`config.mk`:
```
export PLATFORM = sky130hd
export DESIGN_NAME = acc_ctrl
export DESIGN_NICKNAME = d
export VERILOG_FILES = /design/src/verilog/acc_pkg.sv /design/src/verilog/acc_sar.sv /design/src/verilog/acc_ctrl.sv
export SDC_FILE = /design/constraint.sdc
export NUM_CORES = 1
export LEC_CHECK = 0
export BUFFER_PORTS_ARGS = -buffer_cell sky130_fd_sc_hd__clkbuf_2
export CORE_UTILIZATION = 46
export CTS_CLUSTER_DIAMETER = 40
export DETAILED_ROUTE_END_ITERATION = 8
export GPL_TIMING_DRIVEN = 1
export PLACE_DENSITY_LB_ADDON = 0.3
export REMOVE_ABC_BUFFERS = 1
export SYNTH_ARGS = -nofsm -noshare
export SYNTH_HDL_FRONTEND = slang
export SYNTH_HIERARCHICAL = 1
export SYNTH_SLANG_ARGS = --single-unit
```
`constraint.sdc`:
```
create_clock -name ref_clk -period 4 [get_ports ref_clk]
set_input_delay 0.6 -clock ref_clk [delete_from_list [all_inputs] [get_ports ref_clk]]
set_output_delay 0.6 -clock ref_clk [all_outputs]
set_load 0.02 [all_outputs]
```
`src/verilog/acc_pkg.sv`:
```
/*
  Constants for the converter and comparator control block: register field
  positions, reset values, operation codes and sequence lengths.
  Assumes a 100 MHz machine-cycle clock; one machine cycle is one clock.
*/
package acc_pkg;
    // Register port map, word offsets
    localparam logic [1:0] ACC_OFS_CTRL = 2'h0;
    localparam logic [1:0] ACC_OFS_IRQ = 2'h1;
    localparam logic [1:0] ACC_OFS_CMPV = 2'h2;
    localparam logic [1:0] ACC_OFS_STAT = 2'h3;
    // Field positions
    localparam int ACC_MODE_BIT = 3;
    localparam int ACC_SPARE_BIT = 2;
    localparam int ACC_IRQSEL_BIT = 2;
    // Reset values
    localparam logic [3:0] ACC_CTRL_RST = 4'h0;
    localparam logic [3:0] ACC_IRQ_RST = 4'h0;
    localparam logic [7:0] ACC_CMPV_RST = 8'h00;
    localparam logic [9:0] ACC_RESULT_RST = 10'h000;
    // Sequence lengths in machine cycles, and result width in bits
    localparam int ACC_CONV_CYCLES = 62;
    localparam int ACC_CMP_CYCLES = 8;
    localparam int ACC_RES_BITS = 10;
    // Operation codes on the instruction path
    typedef enum logic [2:0] {
        ACC_OP_NONE = 3'b000,
        ACC_OP_START = 3'b001,
        ACC_OP_SKIP = 3'b010,
        ACC_OP_LOADCMP = 3'b011,
        ACC_OP_FETCHLO = 3'b100,
        ACC_OP_FETCHHI = 3'b101
    } acc_op_t;
    typedef enum logic [1:0] {
        ACC_ST_IDLE = 2'b00,
        ACC_ST_CONV = 2'b01,
        ACC_ST_CMP = 2'b10
    } acc_state_t;
endpackage

```
`src/verilog/acc_sar.sv`:
```
/*
  Successive-approximation result register with trial-bit stepping.
  Assumes the analog comparator answers within the step it is asked.
*/
`timescale 1ns/1ns
module acc_sar #(
    parameter int WIDTH = 10
) (
    // Clock and reset
    input wire logic ref_clk,
    input wire logic rst_n,
    // Control
    input wire logic clear,
    input wire logic trial,
    input wire logic decide,
    input wire logic [3:0] bit_idx,
    input wire logic ref_below_in,
    // Result
    output logic [WIDTH-1:0] result
);
    // The bit index is four bits wide
    if (WIDTH < 2 || WIDTH > 16) begin : g_bad_width
        $error("acc_sar: WIDTH out of range");
    end

    always_ff @(posedge ref_clk) begin
        if (!rst_n) begin
            result <= '0;
        end else if (clear) begin
            result <= '0;
        end else if (trial) begin
            result[bit_idx] <= 1'b1;
        end else if (decide) begin
            result[bit_idx] <= ref_below_in;
        end
    end
endmodule // acc_sar

```
`src/verilog/acc_ctrl.sv`:
```
/*
  Control of a 10-bit successive-approximation converter that can also act
  as an 8-bit comparator: mode and input selection, start, sequencing,
  result and compare-value registers, done flag and its clearing.
  Assumes instruction ops arrive as one-cycle codes from the CPU path and
  the analog comparator answers combinationally to the DAC code.
*/
`timescale 1ns/1ns
// Behaviour
// - Mode bit one selects comparator operation
// - Comparator DAC code comes from compare value
// - Load-compare packs upper and lower work nibbles
// - Result undefined after switch to comparator
// - Compare value kept across mode changes
// - Compare value access only in comparator mode
// - Compare ends eight cycles after start
// - Done set when input below reference
// - Done cleared by interrupt or skip
// - Interrupt control bit selects interrupt or skip; skip here also answers and clears with interrupt selected
// - Fetch-low moves result bits, zeroes low bits
// - Skip after mode change clears stray done
// - Mode zero converts; bits select input
// - Conversion clears then resolves bits MSB first
// - Conversion ends 62 cycles, sets done
// - Fetch-high copies top eight result bits
module acc_ctrl #(
    parameter int CONV_CYCLES = acc_pkg::ACC_CONV_CYCLES,
    parameter int CMP_CYCLES = acc_pkg::ACC_CMP_CYCLES
) (
    // Clock and reset
    input wire logic ref_clk,
    input wire logic rst_n,
    // Register port
    input wire logic [1:0] reg_addr,
    input wire logic [3:0] reg_wdata,
    input wire logic reg_wr,
    input wire logic reg_rd,
    output logic [7:0] reg_rdata,
    // Instruction path
    input wire logic [2:0] op_code,
    input wire logic [3:0] work_upper,
    input wire logic [3:0] work_lower,
    input wire logic irq_taken,
    output logic op_skip,
    output logic work_upper_load,
    output logic work_lower_load,
    output logic [3:0] work_upper_value,
    output logic [3:0] work_lower_value,
    output logic done_irq,
    // Analog front end
    input wire logic ref_below_in,
    output logic [9:0] dac_code,
    output logic comparator_mode,
    output logic [1:0] input_select,
    output logic busy
);
    // A trial bit needs three cycles to reach the DAC through the registers, so each step
    // must be at least three cycles long
    if (CONV_CYCLES < 3 * acc_pkg::ACC_RES_BITS + 2 || CONV_CYCLES > 255 || CMP_CYCLES < 2
        || CMP_CYCLES > 255) begin : g_bad_cycles
        $error("acc_ctrl: cycle counts out of range");
    end

    localparam logic [7:0] CONV_LAST = 8'(CONV_CYCLES - 1);
    localparam logic [7:0] CMP_LAST = 8'(CMP_CYCLES - 1);
    localparam logic [7:0] STEP_LEN = 8'((CONV_CYCLES - 2) / acc_pkg::ACC_RES_BITS);

    acc_pkg::acc_state_t state;
    logic [3:0] converter_control_reg;
    logic [3:0] irq_ctl_two;
    logic [7:0] cmp_value;
    logic [7:0] cycle_cnt;
    logic [7:0] step_cnt;
    logic [3:0] bit_idx;
    logic convert_done_flag;
    logic sar_clear;
    logic sar_trial;
    logic sar_decide;
    logic [9:0] result;
    logic conv_finish;
    logic cmp_finish;
    logic set_done;
    logic clr_done;
    logic start_ok;
    logic op_start;
    logic mode_cmp;

    assign mode_cmp = converter_control_reg[acc_pkg::ACC_MODE_BIT];
    assign op_start = (op_code == acc_pkg::ACC_OP_START);
    assign start_ok = op_start && (state == acc_pkg::ACC_ST_IDLE);
    assign conv_finish = (state == acc_pkg::ACC_ST_CONV) && (cycle_cnt == CONV_LAST);
    assign cmp_finish = (state == acc_pkg::ACC_ST_CMP) && (cycle_cnt == CMP_LAST);
    assign sar_clear = start_ok && !mode_cmp;
    assign sar_trial = (state == acc_pkg::ACC_ST_CONV) && (step_cnt == 8'h00)
        && (cycle_cnt != CONV_LAST) && (bit_idx != 4'hF);
    assign sar_decide = (state == acc_pkg::ACC_ST_CONV) && (step_cnt == STEP_LEN - 8'h01)
        && (bit_idx != 4'hF);
    // Done set at end of conversion, or at end of compare if input below reference
    assign set_done = conv_finish || (cmp_finish && !ref_below_in);
    // Interrupt-routed flag clears on acceptance, skip-routed flag on a taken skip
    assign clr_done = (irq_taken && irq_ctl_two[acc_pkg::ACC_IRQSEL_BIT])
        || ((op_code == acc_pkg::ACC_OP_SKIP) && convert_done_flag);

    acc_sar #(
        .WIDTH(acc_pkg::ACC_RES_BITS)
    ) u_sar (
        .ref_clk(ref_clk),
        .rst_n(rst_n),
        .clear(sar_clear),
        .trial(sar_trial),
        .decide(sar_decide),
        .bit_idx(bit_idx),
        .ref_below_in(ref_below_in),
        .result(result)
    );

    // Sequencer
    always_ff @(posedge ref_clk) begin
        if (!rst_n) begin
            state <= acc_pkg::ACC_ST_IDLE;
            cycle_cnt <= 8'h00;
        end else begin
            case (state)
                acc_pkg::ACC_ST_IDLE: begin
                    cycle_cnt <= 8'h00;
                    if (start_ok) begin
                        state <= mode_cmp ? acc_pkg::ACC_ST_CMP : acc_pkg::ACC_ST_CONV;
                    end
                end
                acc_pkg::ACC_ST_CONV: begin
                    cycle_cnt <= cycle_cnt + 8'h01;
                    if (conv_finish) begin
                        state <= acc_pkg::ACC_ST_IDLE;
                    end
                end
                acc_pkg::ACC_ST_CMP: begin
                    cycle_cnt <= cycle_cnt + 8'h01;
                    if (cmp_finish) begin
                        state <= acc_pkg::ACC_ST_IDLE;
                    end
                end
                default: begin
                    state <= acc_pkg::ACC_ST_IDLE;
                    cycle_cnt <= 8'h00;
                end
            endcase
        end
    end

    // Bit stepping; each trial bit gets STEP_LEN cycles to settle
    always_ff @(posedge ref_clk) begin
        if (!rst_n) begin
            step_cnt <= 8'h00;
            bit_idx <= 4'hF;
        end else if (sar_clear) begin
            step_cnt <= 8'h00;
            bit_idx <= 4'(acc_pkg::ACC_RES_BITS - 1);
        end else if (state == acc_pkg::ACC_ST_CONV && bit_idx != 4'hF) begin
            if (step_cnt == STEP_LEN - 8'h01) begin
                step_cnt <= 8'h00;
                bit_idx <= bit_idx - 4'h1;
            end else begin
                step_cnt <= step_cnt + 8'h01;
            end
        end
    end

    // Control and interrupt-select registers
    always_ff @(posedge ref_clk) begin
        if (!rst_n) begin
            converter_control_reg <= acc_pkg::ACC_CTRL_RST;
            irq_ctl_two <= acc_pkg::ACC_IRQ_RST;
        end else if (reg_wr) begin
            // Mode changes mid-operation are software's fault; the sequencer keeps its mode
            if (reg_addr == acc_pkg::ACC_OFS_CTRL) begin
                converter_control_reg <= reg_wdata;
            end
            if (reg_addr == acc_pkg::ACC_OFS_IRQ) begin
                irq_ctl_two <= reg_wdata;
            end
        end
    end

    // Compare value: separate from the result, held across mode changes
    always_ff @(posedge ref_clk) begin
        if (!rst_n) begin
            cmp_value <= acc_pkg::ACC_CMPV_RST;
        end else if (op_code == acc_pkg::ACC_OP_LOADCMP && mode_cmp) begin
            cmp_value <= {work_upper, work_lower};
        end
    end

    // Done flag; a set in the cycle of a clear wins
    always_ff @(posedge ref_clk) begin
        if (!rst_n) begin
            convert_done_flag <= 1'b0;
        end else if (set_done) begin
            convert_done_flag <= 1'b1;
        end else if (clr_done) begin
            convert_done_flag <= 1'b0;
        end
    end

    // Skip answer and interrupt request
    always_ff @(posedge ref_clk) begin
        if (!rst_n) begin
            op_skip <= 1'b0;
            done_irq <= 1'b0;
        end else begin
            op_skip <= (op_code == acc_pkg::ACC_OP_SKIP) && convert_done_flag;
            done_irq <= convert_done_flag && irq_ctl_two[acc_pkg::ACC_IRQSEL_BIT]
                && !clr_done;
        end
    end

    // Work register transfers; fetches during conversion return the partly resolved result
    always_ff @(posedge ref_clk) begin
        if (!rst_n) begin
            work_upper_load <= 1'b0;
            work_lower_load <= 1'b0;
            work_upper_value <= 4'h0;
            work_lower_value <= 4'h0;
        end else begin
            work_upper_load <= (op_code == acc_pkg::ACC_OP_FETCHHI);
            work_lower_load <= (op_code == acc_pkg::ACC_OP_FETCHHI)
                || (op_code == acc_pkg::ACC_OP_FETCHLO);
            if (op_code == acc_pkg::ACC_OP_FETCHHI) begin
                work_upper_value <= result[9:6];
                work_lower_value <= result[5:2];
            end else if (op_code == acc_pkg::ACC_OP_FETCHLO) begin
                work_lower_value <= {result[1:0], 2'b00};
            end
        end
    end

    // Analog front end drive; result left as is on entering comparator mode
    always_ff @(posedge ref_clk) begin
        if (!rst_n) begin
            dac_code <= 10'h000;
            comparator_mode <= 1'b0;
            input_select <= 2'h0;
            busy <= 1'b0;
        end else begin
            if (mode_cmp) begin
                dac_code <= {cmp_value, 2'b00};
            end else begin
                dac_code <= result;
            end
            comparator_mode <= mode_cmp;
            input_select <= converter_control_reg[1:0];
            // Falls in the cycle the flag rises, so busy spans exactly the run length
            busy <= ((state != acc_pkg::ACC_ST_IDLE) && !conv_finish && !cmp_finish)
                || start_ok;
        end
    end

    // Register reads; compare value reads zero outside comparator mode
    always_ff @(posedge ref_clk) begin
        if (!rst_n) begin
            reg_rdata <= 8'h00;
        end else if (reg_rd) begin
            case (reg_addr)
                acc_pkg::ACC_OFS_CTRL: reg_rdata <= {4'h0, converter_control_reg};
                acc_pkg::ACC_OFS_IRQ: reg_rdata <= {4'h0, irq_ctl_two};
                acc_pkg::ACC_OFS_CMPV: reg_rdata <= mode_cmp ? cmp_value : 8'h00;
                acc_pkg::ACC_OFS_STAT: reg_rdata <= {5'h00, state, convert_done_flag};
                default: reg_rdata <= 8'h00;
            endcase
        end else begin
            reg_rdata <= 8'h00;
        end
    end
endmodule // acc_ctrl

```
==> results of run 1 <==
[final cells by class]
class	instances	area, sq um
inverters	11	41.3
well taps	99	124
clock buffers	10	138
repair buffers	58	295
flip-flops and latches	83	1660
fillers	664	3270
clock inverters	6	40.0
multi-input cells	274	1840
[critical path, delay by kind of cell, from the launching register on]
| family | cells | cell delay [ns] |
|---|---|---|
| buf+inv | 1 | 0.08 |
| fa+ha+maj | 1 | 0.48 |
| compound gates | 3 | 0.73 |
| simple gates | 2 | 1.02 |
| flops | 1 | 0.34 |
[stage by stage]
step	area, sq um	worst slack [ns]	utilization (%)	total power, mW	hold WS, ns
6_report	4140	1.26	55.9	1.47	0.466
5_1_grt	4140	1.03	55.9	1.53	0.473
4_1_cts	4140	1.28	55.9	1.48	0.467
3_5_place_dp	3960	1.33	53.5	0.949	0.460
3_3_place_gp	3960	1.47	53.5	0.947	0.451
2_1_floorplan	3540	1.75	-	0.907	0.443
[per-layer routing]
metal | global-route usage (%) | vias to the layer above | share of wire (%)
met4 | 6.85 | 0 | 1.7
met5 | 0 | - | 0
met1 | 24.0 | 1337 | 47
met2 | 29.7 | 56 | 47
met3 | 4.97 | 12 | 4.1
li1 | - | 1461 | -
[placed cells by master, fill, tap and decap left out, drive strengths merged, types with 2 or more instances in the layout]
cell    count
and4        4
or3b        2
o311ai      2
o21ai       4
ha         10
and2       11
and3b       2
nand3      17
buf         2
nor3        2
dfxtp      83
nand2b      7
nor2b      22
clkinv      4
o21a        2
or4         2
o221a       3
a211oi     11
a21oi       8
nand4       8
nor4        3
o22ai       2
clkbuf     66
xor2       10
a31oi       5
nor2       24
o31a        2
nand2      47
nor4b       2
mux2i      15
inv        12
or3         2
and3        9
o211a       2
a21boi     17
[how the worst min path moves through the flow]
stage	startpoint	end	slack (ns)	cells after the start
4_1_cts	work_upper[1]	cmp_value[5]	0.47	3
5_1_grt	work_upper[1]	cmp_value[5]	0.47	3
6_report	work_upper_value[3]	work_upper_value[3]	0.47	2
2_1_floorplan	irq_ctl_two[3]	reg_rdata[3]	0.44	2
3_3_place_gp	cmp_value[2]	cmp_value[2]	0.45	2
3_5_place_dp	work_lower_value[0]	work_lower_value[0]	0.46	2
[power by group through the flow]
stage / sequential (mW) / combinational, mW / clock [mW]
after floorplan: 0.865 / 0.0416 / 0
after global placement: 0.859 / 0.0879 / 0
after detailed placement: 0.860 / 0.0890 / 0
after CTS: 0.841 / 0.0898 / 0.552
after global routing: 0.842 / 0.0973 / 0.587
final: 0.841 / 0.0896 / 0.536
[logic make-up (layout without fill, tap and decap cells)]
logic type	after synthesis	in the layout	synth area share [%]
AOI/OAI and AO/OA	68	68	14.1
xor gates and xnor gates	11	11	2.68
adders and majority gates	10	10	3.47
buffers and inverters	26	85	2.78
DFF	83	83	46.1
muxes	15	15	4.17
and+or+nand+nor	170	170	26.6
==> flow_summary.yaml, run 1 <==
power:
  worst_ir_drop_vdd_mv: 0.203
  switching_share_pct: 24.3
  seq_power_share_pct: 57.3
  p_leak_nw: 1.66
  power.density_cell_area_mw_per_mm2: 354
  switching_power_mw: 0.356
  power_frac_clock_pct: 36.5
  combinationalPowerShare_pct: 6.1
  cellInternalPower_mw: 1.11
critical_path:
  r2r_end: "u_sar/result[7]"
  criticalPathCategory: "flip-flop to flip-flop"
  cp-startpoint: "state[1]"
  critical_path.endpoint: "u_sar/result[7]"
  timing.rr.start: "state[1]"
  startpoint_type: "flip-flop"
  worst_ep_arrival_time_ns: 3.00
  critical_path.slowest_cell: "nor4b_1"
  critPathRequiredTime_ns: 4.26
  max_incr_delay_on_cp_ns: 0.78
  path_max_fanout: 14
  r2r.worst_path.cells: 7
  crit_path_cell_trace: "inv_1 -> ha_1 -> nand4b_4 -> nor4b_1 -> o21ba_2 -> a41oi_1 -> a311oi_1"
  timing.reg2reg.setup_slack_ns: 1.26
  end_kind: "flip-flop"
floorplan:
  vertical_die_dimension_um: 90.5
  floorplan.initialDensity_pct: 48.6
  io_pins: 57
  core_region_area_sq_mm: 0.00741
  fp.dieArea_sq_mm: 0.00819
  floorplan.die.width_um: 90.5
  fp-row-count: 31
cts:
  clock_transition_at_the_registers_of_the_reported_paths_ns: 0.08
  ctsResizeCount: 0
  clock_tree.buffer_depth: 2
  worst_skew_pair.late_latency_ns: 0.35
  cts_tree: "yes"
  post-cts-setup-buffer-count: 0
  clkSinkCount: 83
  ctsHtreeMaxLevel: 3
  cts_hold_repair.buffers: 0
  clock-root-buffer: "clkbuf_8"
  cts_buffers: 9
placed_design:
  final_weighted_congestion_in_routability_driven_placement: 0.805
  placed_cells_incl_taps: 525
  port_buffers: 56
  hpwl_um: 5410
global_route:
  grt_first_pass_wirelength_um: 12200
  antenna_found_initial: 0
  grt_pass1_vias: 2639
  globalRoute.totalOverflow: 0
  grt_max_degree: 53
  grt_util_all_layers_pct: 18.6
synthesis:
  synth_seq_area_share_pct: 46.1
  synth.cell_area_sq_mm: 0.00360
  post-synth-top-area-cell: "dfxtp_1"
  ys_warn_count: 6
  synthFlopType: "dfxtp_1"
  postSynthRegisterBits: 83
  synth_area_leaders: "dfxtp_1 (46%), nand2_1 (4.9%), mux2i_1 (4.2%)"
  syn_inst: 383
  synth_edf_count: 0
  netlist_top_cells_count: "dfxtp_1 (83), nand2_1 (47), nor2_1 (23)"
  most_used_standard_cell_by_instance_count_after_synthesis: "dfxtp_1"
  synthDominantCellAreaShare_pct: 46.1
  asyncSetResetFlopFracSynth_pct: 0
  synth_cell_type_count: 60
  avgSynthCellArea_sq_um: 9.40
timing:
  achievable-frequency_ghz: 0.365
  final.min_clock_period_ns: 2.74
  fin_skew_ns: 0.0122
  final_layout_setup_total_negative_slack_ns: 0
  final_hold_viol_count: 0
  slew-limit-headroom_pct: 40.4
  timing.final.max_slew_violations: 0
  finalSetupViolations: 0
  worst_slew_pin_slew_ns: 0.882
  min_period_over_period_pct: 68.5
  rsz0062_at_grt: "false"
min_path:
  hold_removal_path_class: "flip-flop to flip-flop"
layout:
  design.final.nets: 470
  layout_top_registers: "dac_code: 10 flops, u_sar/result: 10 flops"
  drive_gt1_share_pct: 20.4
  layoutNonFillerInstCount: 541
  insertedDiodeCount: 0
  area_growth_syn_to_layout_pct: 14.9
detailed_routing:
  drc: 0
  detailedRoute.firstIterationViolations: 110
  post_drt_via_cell_ratio: 5.30
  via_count: 2866
  routed_wire_per_std_cell_um: 13.8
  detail_route.first_pass.iterations: 4
  drtAntennaViolNets: 0
  drt-total-wl_um: 7470
run_status:
  status: "finished, final reports clean"
run:
  maxCapViolations: 0
(Power assumes the default switching activity.)
==> run 2: changes to the inputs <==
--- a/config.mk
+++ b/config.mk
@@ -5,6 +5,7 @@
 export SDC_FILE = /design/constraint.sdc
 export NUM_CORES = 1
 export LEC_CHECK = 0
+export ABC_AREA = 1
 export BUFFER_PORTS_ARGS = -buffer_cell sky130_fd_sc_hd__clkbuf_2
 export CORE_UTILIZATION = 46
 export CTS_CLUSTER_DIAMETER = 40
==> constraint.sdc (replaced) <==
create_clock -name ref_clk -period 2.6 [get_ports ref_clk]
set_input_delay 0.39 -clock ref_clk [delete_from_list [all_inputs] [get_ports ref_clk]]
set_output_delay 0.39 -clock ref_clk [all_outputs]
set_load 0.02 [all_outputs]
==> run 2 against run 1 <==
- combinational power increased by 76%
- area after synthesis down 1.8%
- via count grew 10%
- highest routed layer unchanged
- global-route usage rose by 2.0 points
- final cell count rose by 19%
- first-iteration DRC count increased by 37%
- routed wire length increased by 2.1%
- synthesized cell count is 25% higher
- count of clock-buffer cells in the layout decreased by 1
- utilization rose by 0.096 points
- largest cell class is now flip-flops and latches
- critical endpoint is now u_sar/result[1]
- critical path depth is 4 higher
==> flow_summary.yaml, run 2 <==
placed_design:
  port_buffers: 56
  hpwl_um: 5660
  final_weighted_congestion_in_routability_driven_placement: 0.857
critical_path:
  r2r.worst_path.cells: 11
  path_max_fanout: 9
  end_kind: "flip-flop"
  critPathRequiredTime_ns: 2.85
  worst_ep_arrival_time_ns: 2.21
  timing.rr.start: "bit_idx[0]"
  startpoint_type: "flip-flop"
  criticalPathCategory: "flip-flop to flip-flop"
  timing.reg2reg.setup_slack_ns: 0.64
  r2r_end: "u_sar/result[1]"
synthesis:
  syn_inst: 479
  synthDominantCellAreaShare_pct: 47.0
  netlist_top_cells_count: "nor2_1 (86), dfxtp_1 (83), nand2_1 (73)"
  synth_seq_area_share_pct: 47.0
  post-synth-top-area-cell: "dfxtp_1"
  most_used_standard_cell_by_instance_count_after_synthesis: "nor2_1"
  asyncSetResetFlopFracSynth_pct: 0
  postSynthRegisterBits: 83
  synth_area_leaders: "dfxtp_1 (47%), nor2_1 (9.1%), nand2_1 (7.7%)"
  synth.cell_area_sq_mm: 0.00354
  ys_warn_count: 6
  avgSynthCellArea_sq_um: 7.38
  synth_cell_type_count: 28
  synthFlopType: "dfxtp_1"
  synth_edf_count: 0
timing:
  finalSetupViolations: 0
  final.min_clock_period_ns: 1.96
  fin_skew_ns: 0.0106
  min_period_over_period_pct: 75.3
  achievable-frequency_ghz: 0.511
  rsz0062_at_grt: "false"
  final_layout_setup_total_negative_slack_ns: 0
  final_hold_viol_count: 0
  worst_slew_pin_slew_ns: 0.602
  timing.final.max_slew_violations: 0
  slew-limit-headroom_pct: 59.9
min_path:
  worst_hold_path.endpoint: "cmp_value[5]"
  hold_removal_path_class: "primary input to flip-flop"
  hold_path_startpoint: "work_upper[1]"
  hold-path-cell-count: 3
cts:
  ctsHtreeMaxLevel: 3
  clock_tree.buffer_depth: 2
  cts_hold_repair.buffers: 0
  cts_buffers: 9
  clock_transition_at_the_registers_of_the_reported_paths_ns: 0.10
  clkSinkCount: 83
  clock-root-buffer: "clkbuf_8"
  worst_skew_pair.late_latency_ns: 0.36
  cts_tree: "yes"
  post-cts-setup-buffer-count: 0
  ctsResizeCount: 0
detailed_routing:
  drt-total-wl_um: 7630
  detailedRoute.firstIterationViolations: 151
  drc: 0
  drtAntennaViolNets: 0
  routed_wire_per_std_cell_um: 11.8
  detail_route.first_pass.iterations: 4
  via_count: 3165
  post_drt_via_cell_ratio: 4.90
global_route:
  grt_max_degree: 30
  grt_util_all_layers_pct: 20.6
  grt_pass1_vias: 2894
  grt_first_pass_wirelength_um: 12700
  antenna_found_initial: 0
  globalRoute.totalOverflow: 0
layout:
  multi_input_comb_area_sq_mm: 0.00158
  fillCellCount: 691
  insertedDiodeCount: 0
  mostFrequentLayoutCells: "nor2_1 (86), dfxtp_1 (83), nand2_1 (73)"
  area_growth_syn_to_layout_pct: 16.0
  drive_gt1_share_pct: 16.8
  seq_area_sq_mm: 0.00166
  layout.cells.most_common: "nor2_1"
  final_core_util_pct: 56.0
  layout_top_registers: "dac_code: 10 flops, u_sar/result: 10 flops"
  design.final.nets: 575
floorplan:
  core_region_area_sq_mm: 0.00733
  fp.dieArea_sq_mm: 0.00804
  floorplan.die.width_um: 89.7
  floorplan.initialDensity_pct: 48.2
  vertical_die_dimension_um: 89.7
  io_pins: 57
  fp-row-count: 31
run:
  maxCapViolations: 0
power:
  power.density_cell_area_mw_per_mm2: 567
  p_leak_nw: 1.80
  worst_ir_drop_vdd_mv: 0.244
run_status:
  status: "finished, final reports clean"
## run 2: cell types whose count changed after synthesis, sizes merged, moves of 15 or more
cell | previous run | this run
a21boi | 17 | 0
a21oi | 8 | 25
inv | 11 | 68
mux2i | 15 | 0
nand2 | 47 | 76
nand3 | 17 | 48
nor2 | 24 | 94
nor2b | 22 | 0
o21ai | 4 | 45
## run 2: logic make-up (layout without fill, tap and decap cells)
kind of cell | Yosys count | after routing | share of synthesized area, %
DFF | 83 | 83 | 47.0
adders and majority gates | 10 | 10 | 3.54
buffers and inverters | 74 | 142 | 8.24
AOI/OAI and AO/OA | 77 | 77 | 11.3
xor gates and xnor gates | 4 | 4 | 0.991
and+or+nand+nor | 231 | 231 | 28.9
## run 2: worst max path at each step
stage                      endpoint  slack, ns       start
floorplan           u_sar/result[0]       0.93  bit_idx[0]
global placement    u_sar/result[2]       0.76  bit_idx[0]
detailed placement  u_sar/result[1]       0.69  bit_idx[0]
CTS                 u_sar/result[1]       0.66  bit_idx[0]
global route        u_sar/result[1]       0.41  bit_idx[0]
finish              u_sar/result[1]       0.64  bit_idx[0]
## run 2: power by group
group | internal, mW | switching, mW
clock network | 0.361 | 0.501
registers | 1.29 | 0.0152
logic | 0.0513 | 0.106
## run 2: per-layer routing
metal / up-vias / global-route usage (%) / routed length [um]
met4: 0 / 5.92 / 72
met1: 1428 / 26.2 / 3740
met5: - / 0 / 0
li1: 1658 / - / -
met2: 73 / 34.4 / 3430
met3: 6 / 5.48 / 388
## run 2: stage by stage
stage          hold WS (ns)  total power, mW  setup slack [ns]  std cells  area (sq um)
2_1_floorplan         0.417             1.43             0.926        473          3500
3_3_place_gp          0.437             1.49             0.758        630          3920
3_5_place_dp          0.442             1.49             0.685        630          3920
4_1_cts               0.275             2.34             0.661        646          4100
5_1_grt               0.296             2.43             0.406        646          4100
6_report              0.283             2.33             0.642        646          4100
## run 2: final cells by class
type	count	area share, %
Clock buffer	9	3.02
Multi-Input combinational cell	322	38.6
Clock inverter	7	1.46
Inverter	68	6.22
Timing Repair Buffer	58	7.20
Tap cell	99	3.02
Sequential cell	83	40.5
## run 2: worst max-delay path: stages (launching register included)
cell and delay, ns:
dfxtp_1 0.40, ha_1 0.23, nand3_1 0.09, nand2_1 0.14
inv_2 0.16, nand2_4 0.09, inv_1 0.16, nand2_1 0.12
nor2_4 0.16, nand2_1 0.13, nor2_1 0.12, nor2_1 0.05
